$ cat config.mk
export PLATFORM = sky130hd
export DESIGN_NAME = stc_top_control_regs
export DESIGN_NICKNAME = d
export VERILOG_FILES = /design/src/logic/stc_pkg.sv /design/src/logic/stc_top_control_regs.sv
export SDC_FILE = /design/constraint.sdc
export NUM_CORES = 1
export LEC_CHECK = 0
export BUFFER_PORTS_ARGS = -buffer_cell sky130_fd_sc_hd__buf_4
export CORE_MARGIN = 2
export CORE_UTILIZATION = 40
export CTS_BUF_LIST = sky130_fd_sc_hd__clkbuf_8
export DETAILED_ROUTE_END_ITERATION = 8
export HOLD_SLACK_MARGIN = 0.02
export MAX_ROUTING_LAYER = met4
export PLACE_DENSITY = 0.61
export RECOVER_POWER = 25
export SLEW_MARGIN = 25
export SYNTH_ARGS = -nofsm -noshare
export SYNTH_HDL_FRONTEND = slang
export SYNTH_SLANG_ARGS = --single-unit
$ cat constraint.sdc
create_clock -name clk -period 6.42 [get_ports clk]
set_input_delay 0.642 -clock clk [delete_from_list [all_inputs] [get_ports clk]]
set_output_delay 0.642 -clock clk [all_outputs]
set_load 0.1 [all_outputs]
$ cat src/logic/stc_pkg.sv
// Purpose: constants and types of the synthesizer top control register pair
// Assumes: APB slave, 32-bit data, registers at four times their index
// Notes: shared by the register bank and the bench
//
// Behaviour
// - phase-sync bit 14 set puts the channel divider in the feedback loop.
// - a 0-to-1 change of phase-sync bit 14 emits one sync pulse.
// - mute bit 9 mutes both radio outputs while calibration runs.
// - a write to main_control with bit 3 set starts a calibration unless bit 0 or bit 1 is also set.
// - bit 2 selects readback data (0) or lock detect (1) on the pin.
// - while soft reset bit 1 is 1, registers and state machines stay reset.
// - power-down bit 0 puts device asleep when 1.
// - main_control resets to 0x200c.
// - second register bit 3 tri-states the pin when 0, drives when 1.
// - bits 2-0 divide reference by two to that power for calibration clock.
package stc_pkg;
    localparam int ADDR_W = 12;
    localparam int DATA_W = 32;
    localparam int REG_W = 16;
    localparam int IDX_W = 10;
    localparam logic [IDX_W-1:0] IDX_MAIN = 10'h000;
    localparam logic [IDX_W-1:0] IDX_PIN = 10'h001;
    localparam logic [REG_W-1:0] MAIN_RST = 16'h200c;
    localparam logic [REG_W-1:0] PIN_RST = 16'h080c;
    localparam int MAIN_PD_BIT = 0;
    localparam int MAIN_SRST_BIT = 1;
    localparam int MAIN_SEL_BIT = 2;
    localparam int MAIN_CAL_BIT = 3;
    localparam int MAIN_ADJ_LO = 7;
    localparam int MAIN_MUTE_BIT = 9;
    localparam int MAIN_SYNC_BIT = 14;
    localparam int PIN_DRV_BIT = 3;
    localparam int PIN_DIV_LO = 0;
    localparam int DIV_W = 3;
    localparam int DIVCNT_W = 7;
    localparam int CALCNT_W = 8;
    // calibration length in state-machine ticks, arbitrary model value
    localparam logic [CALCNT_W-1:0] CAL_TICKS = 8'h10;

    typedef enum logic {CAL_IDLE, CAL_RUN} stc_cal_e;

    typedef struct packed {
        logic sleep;
        logic syncMode;
        logic muteA;
        logic muteB;
        logic calBusy;
        logic [1:0] pfdAdjust;
    } stc_ctrl_s;
endpackage : stc_pkg

$ cat src/logic/stc_top_control_regs.sv
// Purpose: top control register pair with calibration, mute, sync and pin logic
// Assumes: zero-wait APB slave, reference clock equals clk
// Notes: unmapped addresses answer pslverr and read zero
`timescale 1ns/1ps
`default_nettype none
module stc_top_control_regs
    import stc_pkg::*;
(
    input wire logic clk, // 100 MHz clock
    input wire logic arst_n, // async reset, active low
    input wire logic psel, // apb select
    input wire logic penable, // apb enable
    input wire logic pwrite, // apb direction
    input wire logic [ADDR_W-1:0] paddr, // apb byte address
    input wire logic [DATA_W-1:0] pwdata, // apb write data
    output logic [DATA_W-1:0] prdata, // apb read data
    output logic pready, // apb ready
    output logic pslverr, // apb error
    input wire logic lockDetect, // lock indication
    input wire logic readbackData, // serial readback bit
    output logic muxPinOut, // multiplexed_status_pin data
    output logic muxPinOe_n, // pin enable, low drives
    output stc_ctrl_s ctrl, // analog control levels
    output logic syncPulse // one-cycle sync pulse
);
    function automatic logic addrHit(input logic [ADDR_W-1:0] a, input logic [IDX_W-1:0] idx);
        addrHit = (a == {idx, 2'b00});
    endfunction : addrHit

    // reset release through two flops
    logic rstS1_q;
    logic rstS2_q;
    logic rst_n;
    always_ff @(posedge clk or negedge arst_n)
    begin
        if (!arst_n)
        begin
            rstS1_q <= 1'b0;
            rstS2_q <= 1'b0;
        end
        else
        begin
            rstS1_q <= 1'b1;
            rstS2_q <= rstS1_q;
        end
    end
    assign rst_n = rstS2_q;

    // apb decode, no wait states
    logic hitMain;
    logic hitPin;
    logic access;
    logic wrMain;
    logic wrPin;
    assign hitMain = addrHit(paddr, IDX_MAIN);
    assign hitPin = addrHit(paddr, IDX_PIN);
    assign access = psel && penable;
    assign wrMain = access && pwrite && hitMain;
    assign wrPin = access && pwrite && hitPin;
    assign pready = 1'b1;
    assign pslverr = access && !(hitMain || hitPin);

    // register bank
    logic [REG_W-1:0] main_q;
    logic [REG_W-1:0] main_d;
    logic [REG_W-1:0] pin_q;
    logic [REG_W-1:0] pin_d;
    logic [DATA_W-1:0] prdata_q;
    logic [DATA_W-1:0] prdata_d;
    logic syncPulse_q;
    logic syncPulse_d;
    always_comb
    begin
        main_d = wrMain ? pwdata[REG_W-1:0] : main_q;
        pin_d = wrPin ? pwdata[REG_W-1:0] : pin_q;
        // soft reset keeps its own bit so the host can clear it
        if (main_d[MAIN_SRST_BIT])
        begin
            main_d = MAIN_RST | (REG_W'(1) << MAIN_SRST_BIT);
            pin_d = PIN_RST;
        end
        syncPulse_d = !main_q[MAIN_SYNC_BIT] && main_d[MAIN_SYNC_BIT];
        // read data captured in the setup phase
        prdata_d = prdata_q;
        if (psel && !penable)
        begin
            prdata_d = '0;
            if (hitMain)
                prdata_d[REG_W-1:0] = main_q;
            else if (hitPin)
                prdata_d[REG_W-1:0] = pin_q;
        end
    end
    always_ff @(posedge clk or negedge rst_n)
    begin
        if (!rst_n)
        begin
            main_q <= MAIN_RST;
            pin_q <= PIN_RST;
            prdata_q <= '0;
            syncPulse_q <= 1'b0;
        end
        else
        begin
            main_q <= main_d;
            pin_q <= pin_d;
            prdata_q <= prdata_d;
            syncPulse_q <= syncPulse_d;
        end
    end
    assign prdata = prdata_q;
    assign syncPulse = syncPulse_q;

    logic softRst;
    assign softRst = main_q[MAIN_SRST_BIT];

    // calibration clock divider, tick every 2**div cycles
    logic [DIVCNT_W-1:0] divCnt_q;
    logic [DIVCNT_W-1:0] divCnt_d;
    logic [DIVCNT_W-1:0] divLimit;
    logic tick;
    assign divLimit = DIVCNT_W'((8'h01 << pin_q[PIN_DIV_LO +: DIV_W]) - 8'h01);
    // >= so a smaller divider never waits for a wrap
    assign tick = (divCnt_q >= divLimit);
    always_comb
    begin
        divCnt_d = (tick || softRst) ? '0 : divCnt_q + DIVCNT_W'(1);
    end

    // calibration state machine
    stc_cal_e calState_q;
    stc_cal_e calState_d;
    logic [CALCNT_W-1:0] calCnt_q;
    logic [CALCNT_W-1:0] calCnt_d;
    always_comb
    begin
        calState_d = calState_q;
        calCnt_d = calCnt_q;
        // abort wins over a start; the release write may start one
        if (main_d[MAIN_SRST_BIT] || main_d[MAIN_PD_BIT])
        begin
            calState_d = CAL_IDLE;
            calCnt_d = '0;
        end
        else if (wrMain && pwdata[MAIN_CAL_BIT])
        begin
            calState_d = CAL_RUN;
            calCnt_d = '0;
        end
        else
        begin
            unique case (calState_q)
                CAL_IDLE:
                    calCnt_d = '0;
                CAL_RUN:
                    if (tick)
                    begin
                        if (calCnt_q == CAL_TICKS - CALCNT_W'(1))
                            calState_d = CAL_IDLE;
                        calCnt_d = calCnt_q + CALCNT_W'(1);
                    end
            endcase
        end
    end
    always_ff @(posedge clk or negedge rst_n)
    begin
        if (!rst_n)
        begin
            divCnt_q <= '0;
            calState_q <= CAL_IDLE;
            calCnt_q <= '0;
        end
        else
        begin
            divCnt_q <= divCnt_d;
            calState_q <= calState_d;
            calCnt_q <= calCnt_d;
        end
    end

    // analog controls and status pin
    stc_ctrl_s ctrl_q;
    stc_ctrl_s ctrl_d;
    logic muxPinOut_q;
    logic muxPinOut_d;
    logic muxPinOe_n_q;
    logic muxPinOe_n_d;
    // ctrl taken from next values so it moves at the write edge
    logic calBusyNext;
    always_comb
    begin
        calBusyNext = (calState_d == CAL_RUN);
        ctrl_d.sleep = main_d[MAIN_PD_BIT];
        ctrl_d.syncMode = main_d[MAIN_SYNC_BIT];
        ctrl_d.muteA = main_d[MAIN_MUTE_BIT] && calBusyNext;
        ctrl_d.muteB = main_d[MAIN_MUTE_BIT] && calBusyNext;
        ctrl_d.calBusy = calBusyNext;
        ctrl_d.pfdAdjust = main_d[MAIN_ADJ_LO +: 2];
        muxPinOut_d = main_q[MAIN_SEL_BIT] ? lockDetect : readbackData;
        muxPinOe_n_d = !pin_q[PIN_DRV_BIT];
    end
    always_ff @(posedge clk or negedge rst_n)
    begin
        if (!rst_n)
        begin
            ctrl_q <= '0;
            muxPinOut_q <= 1'b0;
            muxPinOe_n_q <= 1'b1;
        end
        else
        begin
            ctrl_q <= ctrl_d;
            muxPinOut_q <= muxPinOut_d;
            muxPinOe_n_q <= muxPinOe_n_d;
        end
    end
    assign ctrl = ctrl_q;
    assign muxPinOut = muxPinOut_q;
    assign muxPinOe_n = muxPinOe_n_q;
endmodule : stc_top_control_regs
`default_nettype wire

==> results.toml, run 1 <==
[run_status]
outcome = "finished, violations left"
violations = "capacitance limit, slew limit"

[worst_setup_path]
cp_num_buf_inv = 1
reg2reg_setup_slack_ns = 2.77
cpPeakStageDelay_ns = 2.52
worstRegToRegCells = 1
endpoint_kind = "async pin"
cp_cell_sequence = "clkbuf_1"
r2r-start = "rstS2_q"
cp_top_family = "buffers and inverters"
cpMaxStageDelayCell = "clkbuf_1"
path_class = "flip-flop to async pin"
cp.required_ns = 6.05
crit_arrival_ns = 3.28
critPathMaxFanout = 68
r2r-end = "prdata[15]"
cp-start-kind = "flip-flop"

[power]
internal-power_mw = 0.7364
swShare = 0.2576
p_seq_frac = 0.450
p_leak_nw = 1.922
power.share.clock = 0.444
comb_power_share = 0.106
p_sw_mw = 0.2555
irDropWorstVdd_mv = 0.1032
p_per_area_nw_per_um2 = 240.0

[clock_network]
clockRootBuffer = "clkbuf_8"
cts-hold-fix-buffers = 0
cts_buffer_depth = 2
clkTransAtPathRegs_ns = 0.07
worst_skew_pair.late_latency_ns = 0.35
postCtsSetupBuffers = 0
cts_tree = "yes"
htreeDepth = 3
cts-resized-gates = 0
clkSinkCount = 70
cts_buffers = 9

[placed_design]
finalWeightedCongestion = 0.7822
post-place-ws_ns = 3.377
port_buffers = 61
place_area_um2 = 3894
dp_cells = 506
post-dp-hpwl_um = 5114

[route]
wl_per_cell_um = 14.74
drt_iter0_drc = 114
first_pass_iters = 5
vias_per_cell = 5.075
num_vias = 2649
route.detailed.drc = 0
routed_wl_um = 7695
ant_nets = 0

[logic_synthesis]
synth_top_family_by_area = "simple AND/OR/NAND/NOR gates"
async_flop_share = 1.000
seq_area_frac_synth = 0.5023
synth_mux_area_frac = 0.05498
synth-compound-area-share = 0.1053
yosysWarnings = 0
synth_edf_count = 0
synth_xor_area_frac = 0.01499
ys_types = 42
post_synth.cell_area_avg_um2 = 9.708
synth-simple-area-share = 0.2049
yosys.area.top_type = "dfrtp_1"
yosys.area.top_type_share = 0.4498
syn-cell-area_um2 = 3505
synth_fa_ha_area_frac = 0.03213
ys_ff_latch = 70
synth_cells = 361
ys.flop_type = "dfrtp_1"
synth_area_leaders = "dfrtp_1 45%, nand2_1 6.1%, buf_4 5.4%, dfstp_2 5.2%, mux2i_1 4.9%"

[final_layout]
multiInputGateArea_um2 = 1513
stdcell_area_um2 = 4133
synthToLayoutAreaGrowth_pct = 17.92
register_area_um2 = 1762
final_util = 0.4809
final_cell_mix = "62 x dfrtp_1, 60 x buf_4, 57 x nand2_1, 32 x o21ai_0, 25 x a21oi_1"
fill_cells = 844
layout-drive-gt1-share = 0.2198
mostFrequentLayoutCell = "dfrtp_1"
nets = 469
antenna_cells = 0
fin_cells = 522

[sta]
clock.fmax_ghz = 0.2737
fin_crit_ns = 3.654
finalSetupTns_ns = 0
hold_violations = 0
post-route-period-util = 0.5691
rsz0062_at_grt = "no"
slew_headroom = -1.411
worstMarginPinSlew_ns = 3.617
worst_slack_ns = 2.766
final.setup_skew_ns = 0.007987
drv_slew = 69
setup_viol = 0

[job]
cap_violations = 1

[global_routing]
gr-usage-met3 = 0.04101
grt_use_met2 = 0.2658
grt_start_max_net_pins = 69
grt_pass1_vias = 2502
grt_pass1_wl_um = 12410
grt_usage = 0.1696
use_met1 = 0.2213
gr-total-overflow = 0
top_usage_layer = "met2"
antenna_found_initial = 0

[die]
coreArea_um2 = 8593
die_height_um = 97.61
boundaryPins = 95
start_util = 0.4078
die_area_um2 = 9527
die_w_um = 97.61
std_cell_rows = 34

[hold_path]
hold_class = "input pin to async pin"
## kinds of logic after synthesis
family	count (synthesis)
adders and majority gates	9
AOI/OAI and AO/OA	66
xor gates and xnor gates	6
DFF	70
other	2
and+or+nand+nor	143
muxes	19
buffers and inverters	46
## how the worst max path moves through the flow
stage / to / slack, ns / from / cells past startpoint
finish: prdata[15] / 2.77 / rstS2_q / 1
global placement: calCnt_q[1] / 3.44 / paddr[1] / 6
floorplan: pslverr / 3.55 / paddr[9] / 4
CTS: ctrl[3] / 3.72 / pin_q[1] / 7
detailed placement: calCnt_q[4] / 3.38 / paddr[1] / 6
global route: prdata[11] / 2.00 / rstS2_q / 1
## state kept, by name, indices dropped and copies added (netlist names)
register    flops
rstS2_q         1
divCnt_q        7
pin_q          16
rstS1_q         1
ctrl            3
syncPulse       1
muxPinOut       1
prdata         16
calCnt_q        8
muxPinOe_n      1
main_q         15
## stage by stage
stage / total power, mW / hold WS [ns]
5_1_grt: 1.025 / 0.04770
4_1_cts: 1.001 / 0.04943
2_1_floorplan: 0.5418 / 0.3312
6_report: 0.9918 / 0.06805
3_5_place_dp: 0.5617 / 0.3459
3_3_place_gp: 0.5607 / 0.3410
## power by group through the flow
stage | clock [mW] | combinational (mW) | sequential (mW)
floorplan | 0 | 0.0781 | 0.464
global placement | 0 | 0.106 | 0.455
detailed placement | 0 | 0.107 | 0.455
CTS | 0.448 | 0.107 | 0.446
global route | 0.467 | 0.111 | 0.447
finish | 0.440 | 0.105 | 0.446
## cells in the mapped netlist (2+ instances only)
cell type / instances
a21oi_1: 25
and3_1: 6
buf_1: 2
buf_2: 2
buf_4: 25
buf_6: 3
clkbuf_1: 9
conb_1: 2
dfrtp_1: 63
dfstp_2: 7
ha_1: 9
inv_1: 5
mux2_2: 2
mux2i_1: 17
nand2_1: 57
nand2b_1: 13
nand3_1: 19
nand3b_1: 4
nor2_1: 19
nor3_1: 5
nor3b_1: 2
nor4_1: 2
nor4_2: 2
o21ai_0: 32
o31ai_1: 2
or3_1: 6
or4_1: 2
xnor2_1: 3
xor2_1: 3
## per-layer routing
layer  wire, um  part of all wire
met1       3598              0.47
met2       3671              0.48
met3        343             0.045
met4         82             0.011
met5          0                 0
## cell type report
type | instances | area share
sequential | 70 | 0.4263
multi-input combinational | 261 | 0.3660
timing repair buffer | 62 | 0.1108
clock buffer | 10 | 0.03330
tap | 108 | 0.03270
clock inverter | 6 | 0.02634
inverter | 5 | 0.004541
No activity file was read; power rests on OpenSTA's default activity.
==> inputs of run 2 (changes only) <==
- PLACE_DENSITY: 0.61 -> 0.63
- clock period: 6.42 -> 3.3 ns (I/O delays scaled with it)
==> run 2 against run 1 <==
Effect of this change:
- the run now ends clean
- final cell count up 0.38%
- sequential share of layout area up 0.48 points
- die area unchanged
- clock-buffer cell count up 1
- sequential power up 96%
- register-to-register slack worse by 2.1 ns
- combinational power up 91%
- critical path type is now flip-flop to flip-flop
- critical endpoint is now ctrl[3]
- largest cell class unchanged
==> results.toml, run 2 (synthesis results as in run 1) <==
[power]
p_leak_nw = 1.901
p_per_area_nw_per_um2 = 414.8
irDropWorstVdd_mv = 0.2033
comb_power_share = 0.119
total_power_mw = 1.694
p_seq_frac = 0.516
swShare = 0.2808
internal-power_mw = 1.218
power.share.clock = 0.365
p_sw_mw = 0.4756

[worst_setup_path]
reg2reg_setup_slack_ns = 0.64
crit_arrival_ns = 2.94
worstRegToRegCells = 7
cp.required_ns = 3.58
endpoint_kind = "flip-flop"
cp-endpoint = "ctrl[3]"
cp-startpoint = "pin_q[1]"
r2r-start = "pin_q[1]"
r2r-end = "ctrl[3]"
critPathMaxFanout = 18
cp-start-kind = "flip-flop"
path_class = "flip-flop to flip-flop"

[route]
wl_per_cell_um = 14.90
routed_wl_um = 7809
route.detailed.drc = 0
num_vias = 2668
vias_per_cell = 5.092
ant_nets = 0
first_pass_iters = 4
drt_iter0_drc = 87

[clock_network]
clkTransAtPathRegs_ns = 0.07
postCtsSetupBuffers = 0
clockRootBuffer = "clkbuf_8"
worst_skew_pair.late_latency_ns = 0.34
cts_tree = "yes"
htreeDepth = 3
clkSinkCount = 70
cts_buffer_depth = 2
cts-hold-fix-buffers = 1
cts-resized-gates = 0
cts_buffers = 9

[sta]
fin_worst_hold_slack_ns = 0.2274
clock.fmax_ghz = 0.3761
finalSetupTns_ns = 0
rsz0062_at_grt = "no"
hold_violations = 0
post-route-period-util = 0.8057
final.setup_skew_ns = 0.007360
fin_crit_ns = 2.659
drv_slew = 0
worstMarginPinSlew_ns = 1.225
setup_viol = 0
slew_headroom = 0.1835

[hold_path]
hold_class = "input pin to flip-flop"
whs_path_depth = 2

[final_layout]
mostFrequentLayoutCell = "dfrtp_1"
synthToLayoutAreaGrowth_pct = 16.53
final_cell_mix = "63 x dfrtp_1, 62 x buf_4, 57 x nand2_1, 32 x o21ai_0, 25 x a21oi_1"
fill_cells = 858
layout-drive-gt1-share = 0.2188
stdcell_area_um2 = 4084
fin_cells = 524
nets = 472
antenna_cells = 0

[global_routing]
antenna_found_initial = 0
grt_usage = 0.1785
grt_pass1_vias = 2667
grt_pass1_wl_um = 13270
gr-total-overflow = 0
grt_start_max_net_pins = 31

[die]
die_height_um = 97.61
die_area_um2 = 9527
coreArea_um2 = 8593
die_w_um = 97.61
boundaryPins = 95
std_cell_rows = 34
start_util = 0.4078

[placed_design]
place_area_um2 = 3909
port_buffers = 61
finalWeightedCongestion = 0.7521
post-dp-hpwl_um = 5392
dp_cells = 508

[run_status]
outcome = "completed"

[job]
cap_violations = 0
## run 2: layout make-up
| type | instances | area, um^2 | share of cell area |
|---|---|---|---|
| Clock buffer | 11 | 151.4 | 0.03707 |
| Inverter | 5 | 18.77 | 0.004596 |
| Multi-Input combinational cell | 261 | 1513 | 0.3704 |
| Tap cell | 108 | 135.1 | 0.03309 |
| Timing Repair Buffer | 65 | 483.0 | 0.1183 |
| Clock inverter | 4 | 22.52 | 0.005515 |
| Sequential cell | 70 | 1760 | 0.4311 |
## run 2: critical path: stages, from the launching register on
cell      delay, ns
dfrtp_1        0.46
or3_1          0.38
ha_1           0.27
nand2b_1       0.14
a211o_1        0.32
a211oi_4       0.63
o211a_1        0.27
o31a_1         0.13
## run 2: layer usage
metal / global-route usage / routed length (um) / part of all wire
met2: 0.2875 / 3827 / 0.49
met3: 0.03094 / 344 / 0.044
met5: - / 0 / 0
met4: 0.05662 / 96 / 0.012
met1: 0.2313 / 3541 / 0.45
## run 2: how the worst min path moves through the flow
stage | startpoint | endpoint
floorplan | arst_n | rstS1_q
global placement | arst_n | rstS1_q
detailed placement | arst_n | rstS1_q
CTS | readbackData | muxPinOut
global route | lockDetect | muxPinOut
finish | readbackData | muxPinOut
## run 2: per-stage QoR
stage                     utilization  worst slack [ns]
after global routing           0.4752            0.4600
after global placement         0.4549            0.6710
after detailed placement       0.4549            0.6502
after floorplan                     -            0.8544
final                          0.4752            0.6411
after CTS                      0.4763            0.6324
## run 2: power by group through the flow
stage,logic (mW),clock network [mW],registers [mW]
2_1_floorplan,0.152,0,0.902
3_3_place_gp,0.201,0,0.892
4_1_cts,0.204,0.637,0.876
6_report,0.201,0.619,0.875
5_1_grt,0.214,0.669,0.876
3_5_place_dp,0.202,0,0.892
==> inputs of run 3 (changes only) <==
- clock period: 3.3 -> 2.2 ns (I/O delays scaled with it)
==> run 3 against run 2 <==
Effect of this change:
- utilization rose by 1.6 points
- clock-buffer cell count fell by 2
- clock skew increased by 0.0019 ns
- the run now ends with setup timing left
==> results.toml, run 3 (synthesis results as in run 1) <==
[run_status]
outcome = "finished, violations left"
violations = "setup timing"

[global_routing]
gr-total-overflow = 0
grt_start_max_net_pins = 53
grt_pass1_wl_um = 13040
grt_usage = 0.1758
grt_pass1_vias = 2594
antenna_found_initial = 0

[final_layout]
nets = 483
fin_cells = 536
final_cell_mix = "72 x buf_4, 62 x dfrtp_1, 57 x nand2_1, 32 x o21ai_0, 25 x a21oi_1"
register_area_um2 = 1762
synthToLayoutAreaGrowth_pct = 20.46
antenna_cells = 0
multiInputGateArea_um2 = 1528
layout-drive-gt1-share = 0.2547
mostFrequentLayoutCell = "buf_4"
fill_cells = 822

[die]
die_height_um = 97.61
coreArea_um2 = 8593
start_util = 0.4078
std_cell_rows = 34
die_w_um = 97.61
die_area_um2 = 9527
boundaryPins = 95

[clock_network]
cts_buffer_depth = 2
clkTransAtPathRegs_ns = 0.08
cts_tree = "yes"
worst_skew_pair.late_latency_ns = 0.35
clockRootBuffer = "clkbuf_8"
cts_buffers = 9
htreeDepth = 3
clkSinkCount = 70

[route]
ant_nets = 0
route.detailed.drc = 0
wl_per_cell_um = 14.24
routed_wl_um = 7632
drt_iter0_drc = 134
first_pass_iters = 4
vias_per_cell = 4.944
num_vias = 2650

[worst_setup_path]
endpoint_kind = "flip-flop"
cpPeakStageDelay_ns = 0.38
r2r-end = "ctrl[3]"
cp_num_buf_inv = 1
crit_arrival_ns = 2.55
cp_cell_sequence = "or3_1 > ha_1 > nand2b_4 > a211o_1 > a211oi_4 > buf_12 > o211a_1 > o31a_1"
reg2reg_setup_slack_ns = -0.07
path_class = "flip-flop to flip-flop"
cp_top_family = "compound AO/OA/AOI/OAI gates"
cpMaxStageDelayCell = "dfrtp_1"
worstRegToRegCells = 8
cp.required_ns = 2.48
r2r-start = "pin_q[0]"
cp-start-kind = "flip-flop"
critPathMaxFanout = 18

[power]
p_per_area_nw_per_um2 = 633.8
irDropWorstVdd_mv = 0.2840
total_power_mw = 2.676
p_leak_nw = 1.976

[hold_path]
hp-start = "pwdata[11]"
hold_class = "input pin to flip-flop"
whs_path_depth = 3
holdPathEnd = "pin_q[11]"

[sta]
slew_headroom = 0.1361
fin_crit_ns = 2.272
final.setup_skew_ns = 0.009226
fin_worst_hold_slack_ns = 0.09111
finalSetupTns_ns = -0.2197
worstMarginPinSlew_ns = 1.296
clock.fmax_ghz = 0.4402
hold_violations = 0
rsz0062_at_grt = "yes"
post-route-period-util = 1.033
drv_slew = 0
setup_viol = 10
worst_slack_ns = -0.07150

[placed_design]
port_buffers = 61
post-dp-hpwl_um = 5306
dp_cells = 518
finalWeightedCongestion = 0.7922

[job]
cap_violations = 0
[run 3: cell type report]
| type | count | share of cell area |
|---|---|---|
| clock buffers | 9 | 0.02934 |
| clock inverters | 7 | 0.01778 |
| inverters | 5 | 0.004446 |
| multi-input cells | 261 | 0.3619 |
| flip-flops and latches | 70 | 0.4173 |
| well taps | 108 | 0.03201 |
| repair buffers | 76 | 0.1372 |
[run 3: tightest hold or removal path: stages]
cell	delay (ns)
buf_4	0.08
nand2_1	0.04
nand3b_1	0.07
[run 3: repair_timing]
| action | in CTS | in global routing |
|---|---|---|
| pin swaps | 2 | 0 |
| hold endpoints to repair | 2 | 0 |
| setup buffers | 1 | 0 |
| resized for setup | 2 | 2 |
| setup endpoints to repair | 13 | 16 |
| hold buffers | 1 | 0 |
[run 3: worst max path at each step]
stage,startpoint,to,slack [ns],cells after the start
3_3_place_gp,pin_q[2],ctrl[2],-0.03,8
6_report,pin_q[0],ctrl[3],-0.07,8
3_5_place_dp,pin_q[2],calCnt_q[7],-0.07,8
5_1_grt,pin_q[0],ctrl[3],-0.13,8
2_1_floorplan,pin_q[2],calCnt_q[1],-0.09,9
4_1_cts,pin_q[0],ctrl[3],-0.08,8
[run 3: metrics by stage]
stage,setup slack [ns],utilization,instance area (um^2)
floorplan,-0.08803,-,3575
global placement,-0.02701,0.4665,4009
detailed placement,-0.07461,0.4665,4009
CTS,-0.07515,0.4929,4235
global route,-0.1311,0.4913,4222
finish,-0.07150,0.4913,4222
[run 3: routing by layer]
metal | track usage | share of wire | up-vias | wire, um
met5 | - | 0 | - | 0
met1 | 0.2444 | 0.45 | 1248 | 3461
li1 | - | - | 1314 | -
met2 | 0.2631 | 0.48 | 80 | 3637
met3 | 0.03309 | 0.057 | 8 | 433
met4 | 0.05449 | 0.013 | 0 | 99
[run 3: power by group]
| group | switching [mW] | internal [mW] |
|---|---|---|
| registers | 0.0110 | 1.30 |
| logic | 0.236 | 0.0851 |
| clock network | 0.521 | 0.527 |
| total | 0.768 | 1.91 |
